<file path="config.mk">
export PLATFORM = sky130hd
export DESIGN_NAME = sbt_tap
export DESIGN_NICKNAME = d
export VERILOG_FILES = /design/src/sbt_pkg.sv /design/src/sbt_sync.sv /design/src/sbt_tap.sv
export SDC_FILE = /design/constraint.sdc
export NUM_CORES = 1
export LEC_CHECK = 0
export BUFFER_PORTS_ARGS = -buffer_cell sky130_fd_sc_hd__buf_2
export CORE_ASPECT_RATIO = 0.8
export CORE_MARGIN = 5
export CORE_UTILIZATION = 61
export CTS_BUF_LIST = sky130_fd_sc_hd__clkbuf_8 sky130_fd_sc_hd__clkbuf_16
export CTS_CLUSTER_SIZE = 14
export DETAILED_ROUTE_END_ITERATION = 10
export PLACE_DENSITY = 0.82
export SYNTH_ARGS = -nofsm -noshare
export SYNTH_HDL_FRONTEND = slang
export SYNTH_SLANG_ARGS = --single-unit
</file>
<file path="constraint.sdc">
create_clock -name ref_clk_i -period 4.2 [get_ports ref_clk_i]
set_input_delay 0.42 -clock ref_clk_i [delete_from_list [all_inputs] [get_ports ref_clk_i]]
set_output_delay 0.42 -clock ref_clk_i [all_outputs]
set_load 0.05 [all_outputs]
</file>
<file path="src/sbt_pkg.sv">
// Purpose: shared constants and types of the boundary-scan test port
// Assumes: instruction codes and cell layout are local choices
// Notes: identity fields hold arbitrary neutral values
package sbt_pkg;

  // controller states
  typedef enum logic [3:0] {
    SBT_TLR, SBT_RTI,
    SBT_SEL_DR, SBT_CAP_DR, SBT_SH_DR, SBT_EX1_DR, SBT_PA_DR, SBT_EX2_DR, SBT_UPD_DR,
    SBT_SEL_IR, SBT_CAP_IR, SBT_SH_IR, SBT_EX1_IR, SBT_PA_IR, SBT_EX2_IR, SBT_UPD_IR
  } sbt_state_e;

  // test pins as seen after the pads
  typedef struct packed {
    logic tck;
    logic tms;
    logic tdi;
  } sbt_pins_s;

  localparam int IR_W = 3;
  localparam int ID_W = 32;
  localparam int BSR_LEN = 109;
  localparam int CELL_QOE = 108;

  typedef logic [IR_W-1:0] sbt_ir_t;

  localparam sbt_ir_t IR_EXTEST = 3'h0;
  localparam sbt_ir_t IR_IDCODE = 3'h1;
  localparam sbt_ir_t IR_SAMPLE_Z = 3'h2;
  localparam sbt_ir_t IR_RSVD_A = 3'h3;
  localparam sbt_ir_t IR_SAMPLE_PRELOAD = 3'h4;
  localparam sbt_ir_t IR_RSVD_B = 3'h5;
  localparam sbt_ir_t IR_RSVD_C = 3'h6;
  localparam sbt_ir_t IR_BYPASS = 3'h7;

  // pattern loaded into the instruction shifter on capture
  localparam sbt_ir_t IR_CAPTURE_PAT = 3'h1;

  // pad pull-ups: tms and tdi float high
  localparam sbt_pins_s PINS_RST = '{tck: 1'b0, tms: 1'b1, tdi: 1'b1};

  // identification code fields (arbitrary values)
  localparam logic [3:0] ID_VERSION = 4'h1;
  localparam logic [15:0] ID_PART = 16'h0a5c;
  localparam logic [10:0] ID_VENDOR = 11'h2b4;
  localparam logic [ID_W-1:0] ID_CODE = {ID_VERSION, ID_PART, ID_VENDOR, 1'b1};

  localparam logic [2:0] TMS_RESET_EDGES = 3'h5;

endpackage

</file>
<file path="src/sbt_sync.sv">
// Purpose: two-flop synchroniser for signals from outside the clock domain
// Assumes: each bit is an independent level
// Notes: only the second stage may be read
`timescale 1ns/100ps
module sbt_sync #(
  parameter int W = 1,
  parameter logic [W-1:0] RST_VAL = '0
) (
  input wire logic ref_clk_i,
  input wire logic rst_n_i,
  input wire logic [W-1:0] d_i,
  output logic [W-1:0] q_o
);
  logic [W-1:0] meta_q;
  logic [W-1:0] sync_q;

  always_ff @(posedge ref_clk_i or negedge rst_n_i) begin
    if (!rst_n_i) begin
      meta_q <= RST_VAL;
      sync_q <= RST_VAL;
    end else begin
      meta_q <= d_i;
      sync_q <= meta_q;
    end
  end

  assign q_o = sync_q;
endmodule // sbt_sync

</file>
<file path="src/sbt_tap.sv">
// Purpose: boundary-scan test access port of a burst memory
// Assumes: test clock is oversampled by ref_clk_i, tck at most 20 MHz
// Notes: tdo pad resolved by the bench from tdo_oe_o
`timescale 1ns/100ps
module sbt_tap #(
  parameter int BSR_LEN = sbt_pkg::BSR_LEN,
  parameter int CELL_QOE = sbt_pkg::CELL_QOE
) (
  input wire logic ref_clk_i,
  input wire logic rst_n_i,
  input wire logic tck_i,
  input wire logic tms_i,
  input wire logic tdi_i,
  input wire logic [BSR_LEN-1:0] pin_ring_i,
  output logic tdo_o,
  output logic tdo_oe_o,
  output logic [BSR_LEN-1:0] bsr_out_o,
  output logic extest_o,
  output logic q_oe_o
);
  sbt_pkg::sbt_pins_s pins_raw;
  sbt_pkg::sbt_pins_s pins;
  logic [BSR_LEN-1:0] ring;

  assign pins_raw = '{tck: tck_i, tms: tms_i, tdi: tdi_i};

  sbt_sync #(.W(3), .RST_VAL(sbt_pkg::PINS_RST)) u_pin_sync (
    .ref_clk_i(ref_clk_i),
    .rst_n_i(rst_n_i),
    .d_i(pins_raw),
    .q_o(pins)
  );

  sbt_sync #(.W(BSR_LEN), .RST_VAL('0)) u_ring_sync (
    .ref_clk_i(ref_clk_i),
    .rst_n_i(rst_n_i),
    .d_i(pin_ring_i),
    .q_o(ring)
  );

  sbt_pkg::sbt_state_e state_q, state_d, nxt;
  sbt_pkg::sbt_ir_t ir_q, ir_d, ir_sh_q, ir_sh_d;
  logic [sbt_pkg::ID_W-1:0] id_sh_q, id_sh_d;
  logic [BSR_LEN-1:0] bsr_sh_q, bsr_sh_d, upd_q, upd_d;
  logic byp_q, byp_d;
  logic tck_q, tdo_q, tdo_d, tdo_oe_q, tdo_oe_d, extest_q, extest_d, q_oe_q, q_oe_d;
  logic tck_rise, tck_fall, shifting, use_bsr, sel_bit;

  assign tck_rise = pins.tck && !tck_q;
  assign tck_fall = !pins.tck && tck_q;
  assign shifting = (state_q == sbt_pkg::SBT_SH_DR) || (state_q == sbt_pkg::SBT_SH_IR);
  // reserved codes fall back to bypass
  assign use_bsr = (ir_q == sbt_pkg::IR_EXTEST) || (ir_q == sbt_pkg::IR_SAMPLE_PRELOAD) ||
                   (ir_q == sbt_pkg::IR_SAMPLE_Z);

  // controller next state
  always_comb begin
    unique case (state_q)
      sbt_pkg::SBT_TLR: nxt = pins.tms ? sbt_pkg::SBT_TLR : sbt_pkg::SBT_RTI;
      sbt_pkg::SBT_RTI: nxt = pins.tms ? sbt_pkg::SBT_SEL_DR : sbt_pkg::SBT_RTI;
      sbt_pkg::SBT_SEL_DR: nxt = pins.tms ? sbt_pkg::SBT_SEL_IR : sbt_pkg::SBT_CAP_DR;
      sbt_pkg::SBT_CAP_DR: nxt = pins.tms ? sbt_pkg::SBT_EX1_DR : sbt_pkg::SBT_SH_DR;
      sbt_pkg::SBT_SH_DR: nxt = pins.tms ? sbt_pkg::SBT_EX1_DR : sbt_pkg::SBT_SH_DR;
      sbt_pkg::SBT_EX1_DR: nxt = pins.tms ? sbt_pkg::SBT_UPD_DR : sbt_pkg::SBT_PA_DR;
      sbt_pkg::SBT_PA_DR: nxt = pins.tms ? sbt_pkg::SBT_EX2_DR : sbt_pkg::SBT_PA_DR;
      sbt_pkg::SBT_EX2_DR: nxt = pins.tms ? sbt_pkg::SBT_UPD_DR : sbt_pkg::SBT_SH_DR;
      sbt_pkg::SBT_UPD_DR: nxt = pins.tms ? sbt_pkg::SBT_SEL_DR : sbt_pkg::SBT_RTI;
      sbt_pkg::SBT_SEL_IR: nxt = pins.tms ? sbt_pkg::SBT_TLR : sbt_pkg::SBT_CAP_IR;
      sbt_pkg::SBT_CAP_IR: nxt = pins.tms ? sbt_pkg::SBT_EX1_IR : sbt_pkg::SBT_SH_IR;
      sbt_pkg::SBT_SH_IR: nxt = pins.tms ? sbt_pkg::SBT_EX1_IR : sbt_pkg::SBT_SH_IR;
      sbt_pkg::SBT_EX1_IR: nxt = pins.tms ? sbt_pkg::SBT_UPD_IR : sbt_pkg::SBT_PA_IR;
      sbt_pkg::SBT_PA_IR: nxt = pins.tms ? sbt_pkg::SBT_EX2_IR : sbt_pkg::SBT_PA_IR;
      sbt_pkg::SBT_EX2_IR: nxt = pins.tms ? sbt_pkg::SBT_UPD_IR : sbt_pkg::SBT_SH_IR;
      sbt_pkg::SBT_UPD_IR: nxt = pins.tms ? sbt_pkg::SBT_SEL_DR : sbt_pkg::SBT_RTI;
    endcase
  end

  // bit presented on tdo for the selected register
  always_comb begin
    if (state_q == sbt_pkg::SBT_SH_IR) begin
      sel_bit = ir_sh_q[0];
    end else if (use_bsr) begin
      sel_bit = bsr_sh_q[0];
    end else if (ir_q == sbt_pkg::IR_IDCODE) begin
      sel_bit = id_sh_q[0];
    end else begin
      sel_bit = byp_q;
    end
  end

  always_comb begin
    state_d = state_q;
    ir_d = ir_q;
    ir_sh_d = ir_sh_q;
    id_sh_d = id_sh_q;
    bsr_sh_d = bsr_sh_q;
    upd_d = upd_q;
    byp_d = byp_q;
    tdo_d = tdo_q;
    tdo_oe_d = tdo_oe_q;
    if (tck_rise) begin
      state_d = nxt;
      unique case (state_q)
        sbt_pkg::SBT_CAP_IR: ir_sh_d = sbt_pkg::IR_CAPTURE_PAT;
        sbt_pkg::SBT_SH_IR: ir_sh_d = {pins.tdi, ir_sh_q[sbt_pkg::IR_W-1:1]};
        sbt_pkg::SBT_UPD_IR: ir_d = ir_sh_q;
        sbt_pkg::SBT_CAP_DR: begin
          if (use_bsr) begin
            bsr_sh_d = ring;
          end else if (ir_q == sbt_pkg::IR_IDCODE) begin
            id_sh_d = sbt_pkg::ID_CODE;
          end else begin
            byp_d = 1'b0;
          end
        end
        sbt_pkg::SBT_SH_DR: begin
          if (use_bsr) begin
            bsr_sh_d = {pins.tdi, bsr_sh_q[BSR_LEN-1:1]};
          end else if (ir_q == sbt_pkg::IR_IDCODE) begin
            id_sh_d = {pins.tdi, id_sh_q[sbt_pkg::ID_W-1:1]};
          end else begin
            byp_d = pins.tdi;
          end
        end
        sbt_pkg::SBT_UPD_DR: begin
          if ((ir_q == sbt_pkg::IR_EXTEST) || (ir_q == sbt_pkg::IR_SAMPLE_PRELOAD)) begin
            upd_d = bsr_sh_q;
          end
        end
        default: begin
        end
      endcase
      if (nxt == sbt_pkg::SBT_TLR) begin
        ir_d = sbt_pkg::IR_IDCODE;
        upd_d[CELL_QOE] = 1'b1;
      end
    end
    if (tck_fall) begin
      tdo_d = sel_bit;
      tdo_oe_d = shifting;
    end
  end

  // memory-side controls follow the current instruction
  always_comb begin
    extest_d = (ir_q == sbt_pkg::IR_EXTEST);
    if (ir_q == sbt_pkg::IR_SAMPLE_Z) begin
      q_oe_d = 1'b0;
    end else if (ir_q == sbt_pkg::IR_EXTEST) begin
      q_oe_d = upd_q[CELL_QOE];
    end else begin
      q_oe_d = 1'b1;
    end
  end

  always_ff @(posedge ref_clk_i or negedge rst_n_i) begin
    if (!rst_n_i) begin
      state_q <= sbt_pkg::SBT_TLR;
      ir_q <= sbt_pkg::IR_IDCODE;
      ir_sh_q <= '0;
      id_sh_q <= '0;
      bsr_sh_q <= '0;
      upd_q <= BSR_LEN'(1) << CELL_QOE;
      byp_q <= 1'b0;
      tck_q <= 1'b0;
      tdo_q <= 1'b0;
      tdo_oe_q <= 1'b0;
      extest_q <= 1'b0;
      q_oe_q <= 1'b1;
    end else begin
      state_q <= state_d;
      ir_q <= ir_d;
      ir_sh_q <= ir_sh_d;
      id_sh_q <= id_sh_d;
      bsr_sh_q <= bsr_sh_d;
      upd_q <= upd_d;
      byp_q <= byp_d;
      tck_q <= pins.tck;
      tdo_q <= tdo_d;
      tdo_oe_q <= tdo_oe_d;
      extest_q <= extest_d;
      q_oe_q <= q_oe_d;
    end
  end

  assign tdo_o = tdo_q;
  assign tdo_oe_o = tdo_oe_q;
  assign bsr_out_o = upd_q;
  assign extest_o = extest_q;
  assign q_oe_o = q_oe_q;

  // helper: consecutive tms-high rising edges, saturating
  logic [2:0] tms_hi_q, tms_hi_d;
  always_comb begin
    tms_hi_d = tms_hi_q;
    if (tck_rise) begin
      if (!pins.tms) begin
        tms_hi_d = 3'h0;
      end else if (tms_hi_q != sbt_pkg::TMS_RESET_EDGES) begin
        tms_hi_d = tms_hi_q + 3'h1;
      end
    end
  end

  always_ff @(posedge ref_clk_i or negedge rst_n_i) begin
    if (!rst_n_i) begin
      tms_hi_q <= 3'h0;
    end else begin
      tms_hi_q <= tms_hi_d;
    end
  end
endmodule // sbt_tap

</file>
# Yosys cells after proc, flatten, opt, wreduce, memory -nomap -nowiden
# Index checks and enable logic that the tools add are counted.
# word_totals
output_inout_bits	113
regBits	490
inputBits	114
elab_cells	105
# classes
n_eq_ne	26
n_mux	37
reduce_logical	25
# ops
cell	count
109-bit 2-to-1 mux	4
109-bit case mux with 2 select lines	1
32-bit 2-to-1 mux	4
32-bit case mux with 2 select lines	1
4-bit case mux with 12 select lines	1
4-bit equality test, second input constant	8
4-bit by 3-bit equality test with 1-bit output, second input constant	4
4-bit 2-to-1 mux	4
2-bit inequality test, second input constant	7
1-bit 2-to-1 mux	13
3-bit 2-to-1 mux	4
6-bit AND reduction	2
2-bit nonzero test	5
4-bit by 2-bit equality test with 1-bit output, second input constant	2
4-bit logical NOT	2
2-bit 2-to-1 mux	3
3-bit case mux with 2 select lines	1
3-bit AND reduction	2
4-bit by 1-bit equality test with 1-bit output, second input constant	1
2-bit AND reduction	2
4-bit AND reduction	1
2-bit OR reduction	2
3-bit by 1-bit equality test with 1-bit output, second input constant	1
3-bit by 2-bit equality test with 1-bit output, second input constant	1
other kinds (8)	12

# Longest topological paths before layout
# Gate-level depths: netlist (run 1).
# depth
depth_word	6
ltp_mapped	7
ltp_nobuf	4

# Hierarchy
# Synthesis (run 1) repeated with hierarchy kept, for this count alone.
# unflattened
hier_cells	1184
hier_area_um2	17297.8
# by_module_without_submodules
module	seq_area_each_um2	area_per_inst_um2	instances	cells_per_inst
sbt_tap	6660.1	11687.5	1	960
sbt_sync at u_ring_sync	5455.2	5455.2	1	218
sbt_sync at u_pin_sync	155.1	155.1	1	6

# Least setup slack after synthesis (run 1)
# Ideal clock, no wire load.
# synth_path
path_kind	register to register
from	reg ir_q[0]
to	reg id_sh_q[11] (netlist bit)
path_slack_ns	2.482
period_less_slack_ns	1.718
path_buffers	2
t_required_ns	4.079
path_stages_with_launch	6
setup_ns	0.121
t_arrival_ns	1.597
cell_sequence	dfstp_2 > buf_2 > nor3b_1 > o2111ai_1 > buf_2 > a22o_1
# synth_between
elab_chain_cells	5
elab_cells_between_ends	11
classes_between	eq/ne: 7; reduce/logical: 4
# synth_rtl
element	line_no	source
start: declaration	sbt_tap.sv:42	sbt_pkg::sbt_ir_t ir_q, ir_d, ir_sh_q, ir_sh_d;
start signal: assignment	sbt_tap.sv:159	ir_q <= sbt_pkg::IR_IDCODE;
start signal: assignment	sbt_tap.sv:172	ir_q <= ir_d;
3-bit equality test or 3-bit logical NOT (tied branches)	sbt_tap.sv:53	assign use_bsr = (ir_q == sbt_pkg::IR_EXTEST) || (ir_q == sbt_pkg::IR_SAMPLE_PRELOAD) ||
1-bit logical OR (2 in series)	sbt_tap.sv:53	
2-bit inequality test (no line)	--	
6-bit AND reduction (no line) (*)	--	
end signal: assignment	sbt_tap.sv:174	id_sh_q <= id_sh_d;
end: declaration	sbt_tap.sv:43	logic [sbt_pkg::ID_W-1:0] id_sh_q, id_sh_d;
# Every way passes the cells marked *; elsewhere a longest branch is shown, timed or not.
# A chain may end at the register's enable or synchronous reset.

# Worst setup path in the final report (run 1)
# layout_path
from	reg u_pin_sync.sync_q[2] (netlist: u_pin_sync.q_o[2])
to	reg bsr_sh_q[57]
# layout_between
elab_chain_cells	2
# layout_rtl
element	line_no	source
start: declaration	sbt_sync.sv:15	logic [W-1:0] sync_q;
start signal: assignment	sbt_sync.sv:23	sync_q <= meta_q;
1-bit logical AND	sbt_tap.sv:49	assign tck_rise = pins.tck && !tck_q;
4-bit AND reduction (no line)	--	
end signal: assignment	sbt_tap.sv:175	bsr_sh_q <= bsr_sh_d;
end: declaration	sbt_tap.sv:44	logic [BSR_LEN-1:0] bsr_sh_q, bsr_sh_d, upd_q, upd_d;
# No other way between the ends.

==> metrics, run 1 <==
number of synthesized flops with an enable pin=0; hold buffer count at CTS=approximately 110; post-synthesis xor/xnor area fraction=less than 1%; Core Util, Final=between 70% and 80%; TritonRoute pass-1 iters=5; core area=between 20,000 and 30,000 sq um; IO Count=approximately 230; post-CTS setup buffer count=0; Synth Area in Compound Gates=between 7 and 8%; r2r setup slk=about 1.3 ns; TritonCTS sink count=490; port bufs=226; max_slew headroom=a little over a quarter; Post-Syn Instances=around 1,200; Hold Slack=-0.0287 ns; initial antenna violation count=1; largest area contributor in the netlist=dfrtp_1; Die H=158 um; worst vdd ir=0.000478 V; die outline width=between 150 and 200 um; failing checks=hold timing; top-count cell post-synth=dfrtp_1; first-pass GRT wire length=60,900 um; Max-cap violations=0; final hold vios=9; CTS buffer count=45; Worst EP arrival=about 3.3 ns; reg2reg path depth=5; Area growth, synth to finish=23.3%; layout cells sized above 1=between 20% and 30%; sequential area share after synthesis=roughly three quarters; vias=approximately 11,000; clk_lat worst skew=0.55 ns; Max Freq=345 MHz; mux cell area share after synthesis=approximately 7.4%; Simple-Gate Fraction of Synth Area=under 10%; Final ANT Viol Nets=0; Pleak=about 10 nW; pin count of the biggest net entering global routing=133; Iter 0 DRT Violations=approximately 840; Starting Density=between 60% and 70%; Final GP Congestion=between 0.8 and 0.9; H-tree Lvls=2; fraction of registers with async set/reset=100%; largest family of logic cells by synthesized area=simple AND/OR/NAND/NOR gates; adder-cell share of the synthesized area=0%; clk buf depth=3; Min Clock Period, post-route=between 2 and 3 ns; Placed Area=around 18,000 sq um; Post-CTS Resized=0; Slew Limit Fails=0; Fin Setup TNS=0 ns; power per cell area=603 nW/um^2; Via density=between 5 and 6; status=complete, but fails checks; final clock skew=roughly 0.013 ns; clk slew on worst S/H paths=approximately 0.060 ns; post-synth net total=roughly 1,400; Final nets=roughly 1,700; worst setup path category=reg -> reg; worst-path maximum fanout=86; Seq cells post-synth=~500; die footprint=between 30,000 and 40,000 sq um; hpwl dp=about 21,000 um; Yosys top cell area share=72.3%; synth top area cells=dfrtp_1 72%, mux2_2 6.1%, nand2_1 5.1%; post-route cell area=between 20,000 and 25,000 sq um; row count=54; root buffer selected by CTS=clkbuf_16; Fillers=between 1,500 and 2,000; mapped cell area=16,700 sq um; worst-margin pin slew=between 1 and 1.5 ns; Synth Warn #=0; RR Startpoint=u_pin_sync.q_o[2]; crit end category=flip-flop; Hold Crit Class=in -> async; Critical Path RT=around 4.6 ns; WL/cell=~19 um; vias in the first global route=11,231; final worst-path cycle share=just under 70%; Worst Setup Start Kind=flip-flop; Overflow after GRT=0; DRC violations left=0; Avg Synthesized Cell Area=around 14 sq um; RSZ-0062 raised after global routing=false; synth cell count leaders=483 x dfrtp_1, 228 x nand2_1, 118 x nor2_1, 112 x a31oi_1, 91 x mux2_2; TritonCTS clock tree=done; RR Endpoint=bsr_sh_q[57]; Post-synth top flop=dfrtp_1; overall routed net length=between 30,000 and 40,000 um; # setup viols final=0; GRT Util Overall=between 20% and 30%; Synth cell types=40
==> report_power, final <==
part	internal (W)	total, W	switching, W
clock	0.00230	0.00401	0.00171
combinational	0.000811	0.00220	0.00139
sequential	0.00557	0.00623	0.000665
total	0.00868	0.0124	0.00376
==> worst max-delay path: stages (launching register included) <==
cell	delay (ns)
dfrtp_1	0.39
nor2b_1	0.87
o2111a_4	0.40
buf_4	0.63
nor2_1	0.09
a31oi_1	0.33
==> routing by layer <==
layer | wire length [um] | vias up | GRT usage, %
met4 | 1200 | 2 | 8.74
met3 | 2410 | 104 | 5.11
met5 | 13 | - | 0
met2 | 19100 | 418 | 41.6
li1 | - | 4834 | -
met1 | 15200 | 5401 | 32.9
==> logic make-up (layout without fill, tap and decap cells) <==
kind of cell,after synthesis,count (layout)
buf+inv,80,438
compound gates,180,180
mux,110,110
xor+xnor,1,1
flops,490,490
simple gates,375,375
other cells,0,1
==> cells in the final DEF (no fill, tap or decap), drive strengths merged, types with 3 or more instances in the layout <==
cell         instances
mux2               108
clkbuf              56
nor2b                5
dfrtp              483
a22o                20
dfstp                7
a21oi               13
dlygate4sd3        112
inv                 21
nor2               119
o21ai               14
clkinv               7
nand2b               3
buf                240
a31oi              112
o22a                12
nand2              228
nand3                6
==> state kept, by name, indices dropped and copies added, names as in the netlist, 4 cells and up <==
| signal | cells |
|---|---|
| u_ring_sync.meta_q | 109 |
| id_sh_q | 32 |
| u_ring_sync.q_o | 109 |
| bsr_sh_q | 109 |
| state_q | 4 |
| bsr_out_o | 109 |
==> metrics by stage <==
step                worst slack [ns]  std cells  total power [W]
floorplan                       2.48       1236          0.00763
global placement                1.65       1766          0.00821
detailed placement              1.49       1766          0.00836
CTS                             1.46       1958           0.0125
global route                    1.12       1958           0.0130
finish                          1.30       1959           0.0124
==> layout make-up <==
cell class | count | area [sq um] | share of cell area, %
diodes | 1 | 2.50 | 0.0121
clock buffers | 56 | 1300 | 6.30
clock inverters | 24 | 156 | 0.758
inverters | 6 | 22.5 | 0.109
multi-input cells | 666 | 3960 | 19.2
flip-flops and latches | 490 | 12300 | 59.5
well taps | 364 | 455 | 2.21
repair buffers | 352 | 2450 | 11.9
==> worst max-delay path by stage <==
stage                         to               from  slack (ns)
detailed placement  bsr_sh_q[53]         state_q[0]        1.49
global route        bsr_sh_q[57]  u_pin_sync.q_o[2]        1.12
floorplan            id_sh_q[11]            ir_q[0]        2.48
CTS                 bsr_sh_q[53]         state_q[0]        1.46
global placement     id_sh_q[18]         state_q[0]        1.65
finish              bsr_sh_q[57]  u_pin_sync.q_o[2]        1.30
(Power assumes the default switching activity.)
==> inputs of run 2 (changes only) <==
--- a/config.mk
+++ b/config.mk
@@ -8,11 +8,11 @@
 export BUFFER_PORTS_ARGS = -buffer_cell sky130_fd_sc_hd__buf_2
 export CORE_ASPECT_RATIO = 0.8
 export CORE_MARGIN = 5
-export CORE_UTILIZATION = 61
+export CORE_UTILIZATION = 57
 export CTS_BUF_LIST = sky130_fd_sc_hd__clkbuf_8 sky130_fd_sc_hd__clkbuf_16
 export CTS_CLUSTER_SIZE = 14
 export DETAILED_ROUTE_END_ITERATION = 10
-export PLACE_DENSITY = 0.82
+export PLACE_DENSITY = 0.77
 export SYNTH_ARGS = -nofsm -noshare
 export SYNTH_HDL_FRONTEND = slang
 export SYNTH_SLANG_ARGS = --single-unit
==> constraint.sdc (replaced) <==
create_clock -name ref_clk_i -period 2.93 [get_ports ref_clk_i]
set_input_delay 0.293 -clock ref_clk_i [delete_from_list [all_inputs] [get_ports ref_clk_i]]
set_output_delay 0.293 -clock ref_clk_i [all_outputs]
set_load 0.05 [all_outputs]
==> run 2 against run 1 <==
The flow now finishes without violations. Hold slack improved by 0.36 ns. Non-clock buffer count increased by 9. Flip-flop and latch count unchanged. Power increased by 43%. Clock power increased by 44%. Core utilization decreased by 4.9 points. Die area increased by 6.6%. Worst setup slack got worse by 0.72 ns. First-iteration DRC count decreased by 34%. Clock skew increased by 0.0070 ns. Largest power group unchanged. Register-to-register slack got worse by 0.72 ns. Routed wire length decreased by 7.4%.
==> metrics, run 2 (synthesized netlist as in run 1, its figures left out) <==
Critical Path RT=between 3 and 4 ns; CP peak stage delay=~0.64 ns; layout cells sized above 1=between 20% and 30%; Worst Setup Start Kind=flip-flop; port bufs=roughly 230; initial antenna violation count=1; area of the multi-input gates=between 3000 and 4000 sq um; met3 usage=between 3 and 4%; Iter 0 DRT Violations=~560; Seq. cell area=~12,000 sq um; Max-cap violations=0; final hold vios=0; CTS buffer count=46; Final GP Congestion=around 0.85; DRC violations left=0; root buffer selected by CTS=clkbuf_16; Starting Density=about 57%; die outline width=roughly 200 um; Max Freq=around 420 MHz; core area=between 20,000 and 30,000 sq um; status=finished clean; Min Clock Period, post-route=about 2.4 ns; # setup viols final=0; WL/cell=17.7 um; critical-path cell list=nor3b_1 > o2111a_4 > buf_4 > nor2_1 > a31oi_1; TritonCTS clock tree=done; GR Util met1=29.8%; dpl cells=1,787; Pleak=between 10 and 15 nW; row count=56; clk buf depth=3; TritonCTS sink count=490; power per cell area=about 860 nW/um^2; post-route cell area=20,700 sq um; post-CTS setup buffer count=0; Placed Area=approximately 18,000 sq um; worst setup path category=reg -> reg; Final ANT Viol Nets=0; TritonRoute pass-1 iters=5; RR Startpoint=state_q[2]; hpwl dp=between 20,000 and 25,000 um; pin count of the biggest net entering global routing=111; Slew Limit Fails=0; clk_lat worst skew=about 0.54 ns; leading cell type in the layout, fill and taps excluded=dfrtp_1; Area growth, synth to finish=23.8%; Overflow after GRT=0; clk slew on worst S/H paths=about 0.060 ns; Final nets=about 1,700; Fin Setup TNS=0 ns; max_slew headroom=between 50 and 60%; crit end category=flip-flop; Die H=about 160 um; slowest CP cell=dfrtp_1; Worst EP arrival=2.79 ns; worst-margin pin slew=a little over 0.6 ns; most frequent cells in the layout=483 x dfrtp_1, 228 x nand2_1, 225 x buf_2; worst-path maximum fanout=64; final clock skew=a little under 0.02 ns; Hold Crit Class=in -> async; Post-CTS Resized=0; vias=between 10,000 and 15,000; met2 Track Usage GR=between 30% and 40%; worst vdd ir=0.000554 V; RSZ-0062 raised after global routing=false; GRT Util Overall=about 22%; vias in the first global route=10,945; diode count=0; final worst-path cycle share=between 80% and 90%; Core Util, Final=between 70 and 80%; die footprint=between 30,000 and 40,000 sq um; overall routed net length=roughly 35,000 um; CP startpoint=state_q[2]; Finished Layout Cells=slightly below 2,000; Via density=roughly 5.3; IO Count=around 230; H-tree Lvls=2; first-pass GRT wire length=approximately 58,000 um; Fillers=1,841; Top Usage Layer GRT=met2
## run 2: final timing paths
| path | slack (ns) | end | depth (start not counted) |
|---|---|---|---|
| worst max register to register | 0.58 | bsr_sh_q[108] | 5 |
| worst min register to register | 0.34 | u_ring_sync.q_o[104] | 0 |
| max in group asynchronous | 1.70 | bsr_out_o[52] | 3 |
| worst max-delay path | 0.58 | bsr_sh_q[108] | 5 |
| min in group ref_clk_i | 0.34 | u_ring_sync.q_o[104] | 0 |
| worst min-delay path | 0.33 | u_ring_sync.q_o[104] | 2 |
## run 2: timing repair
| item | CTS | global route |
|---|---|---|
| hold buffers | 113 | 0 |
| endpoints found under the hold margin | 174 | 0 |
| endpoints found under the setup margin | 0 | 0 |
## run 2: area by class of cell
cell class                 count  share of cell area [%]
sequential                   490                    59.2
multi-input combinational    666                    19.1
timing repair buffer         361                    12.2
clock buffer                  58                    6.41
tap                          377                    2.28
clock inverter                20                   0.701
inverter                       6                   0.109
## run 2: metrics by stage
step	hold slack [ns]	worst slack [ns]	power, W
5_1_grt	0.344	0.421	0.0187
3_3_place_gp	0.313	0.813	0.0118
3_5_place_dp	0.315	0.672	0.0120
2_1_floorplan	-0.00259	1.21	0.0109
6_report	0.331	0.577	0.0178
4_1_cts	0.325	0.574	0.0179
## run 2: per-layer routing
| metal | vias up | share of wire, % |
|---|---|---|
| met5 | - | 0.037 |
| met4 | 2 | 2.5 |
| met1 | 5323 | 43 |
| met2 | 280 | 50 |
| li1 | 4856 | - |
| met3 | 62 | 4.8 |
## run 2: where the power goes
part	switching, W	internal (W)
Combinational	0.00193	0.00118
Clock	0.00241	0.00335
Sequential	0.000908	0.00798
## run 2: critical path: cells and delay by family, from the launching register on
kind / cells / cell delay (ns)
simple gates: 2 / 0.58
buf+inv: 1 / 0.49
flops: 1 / 0.64
compound gates: 2 / 0.52
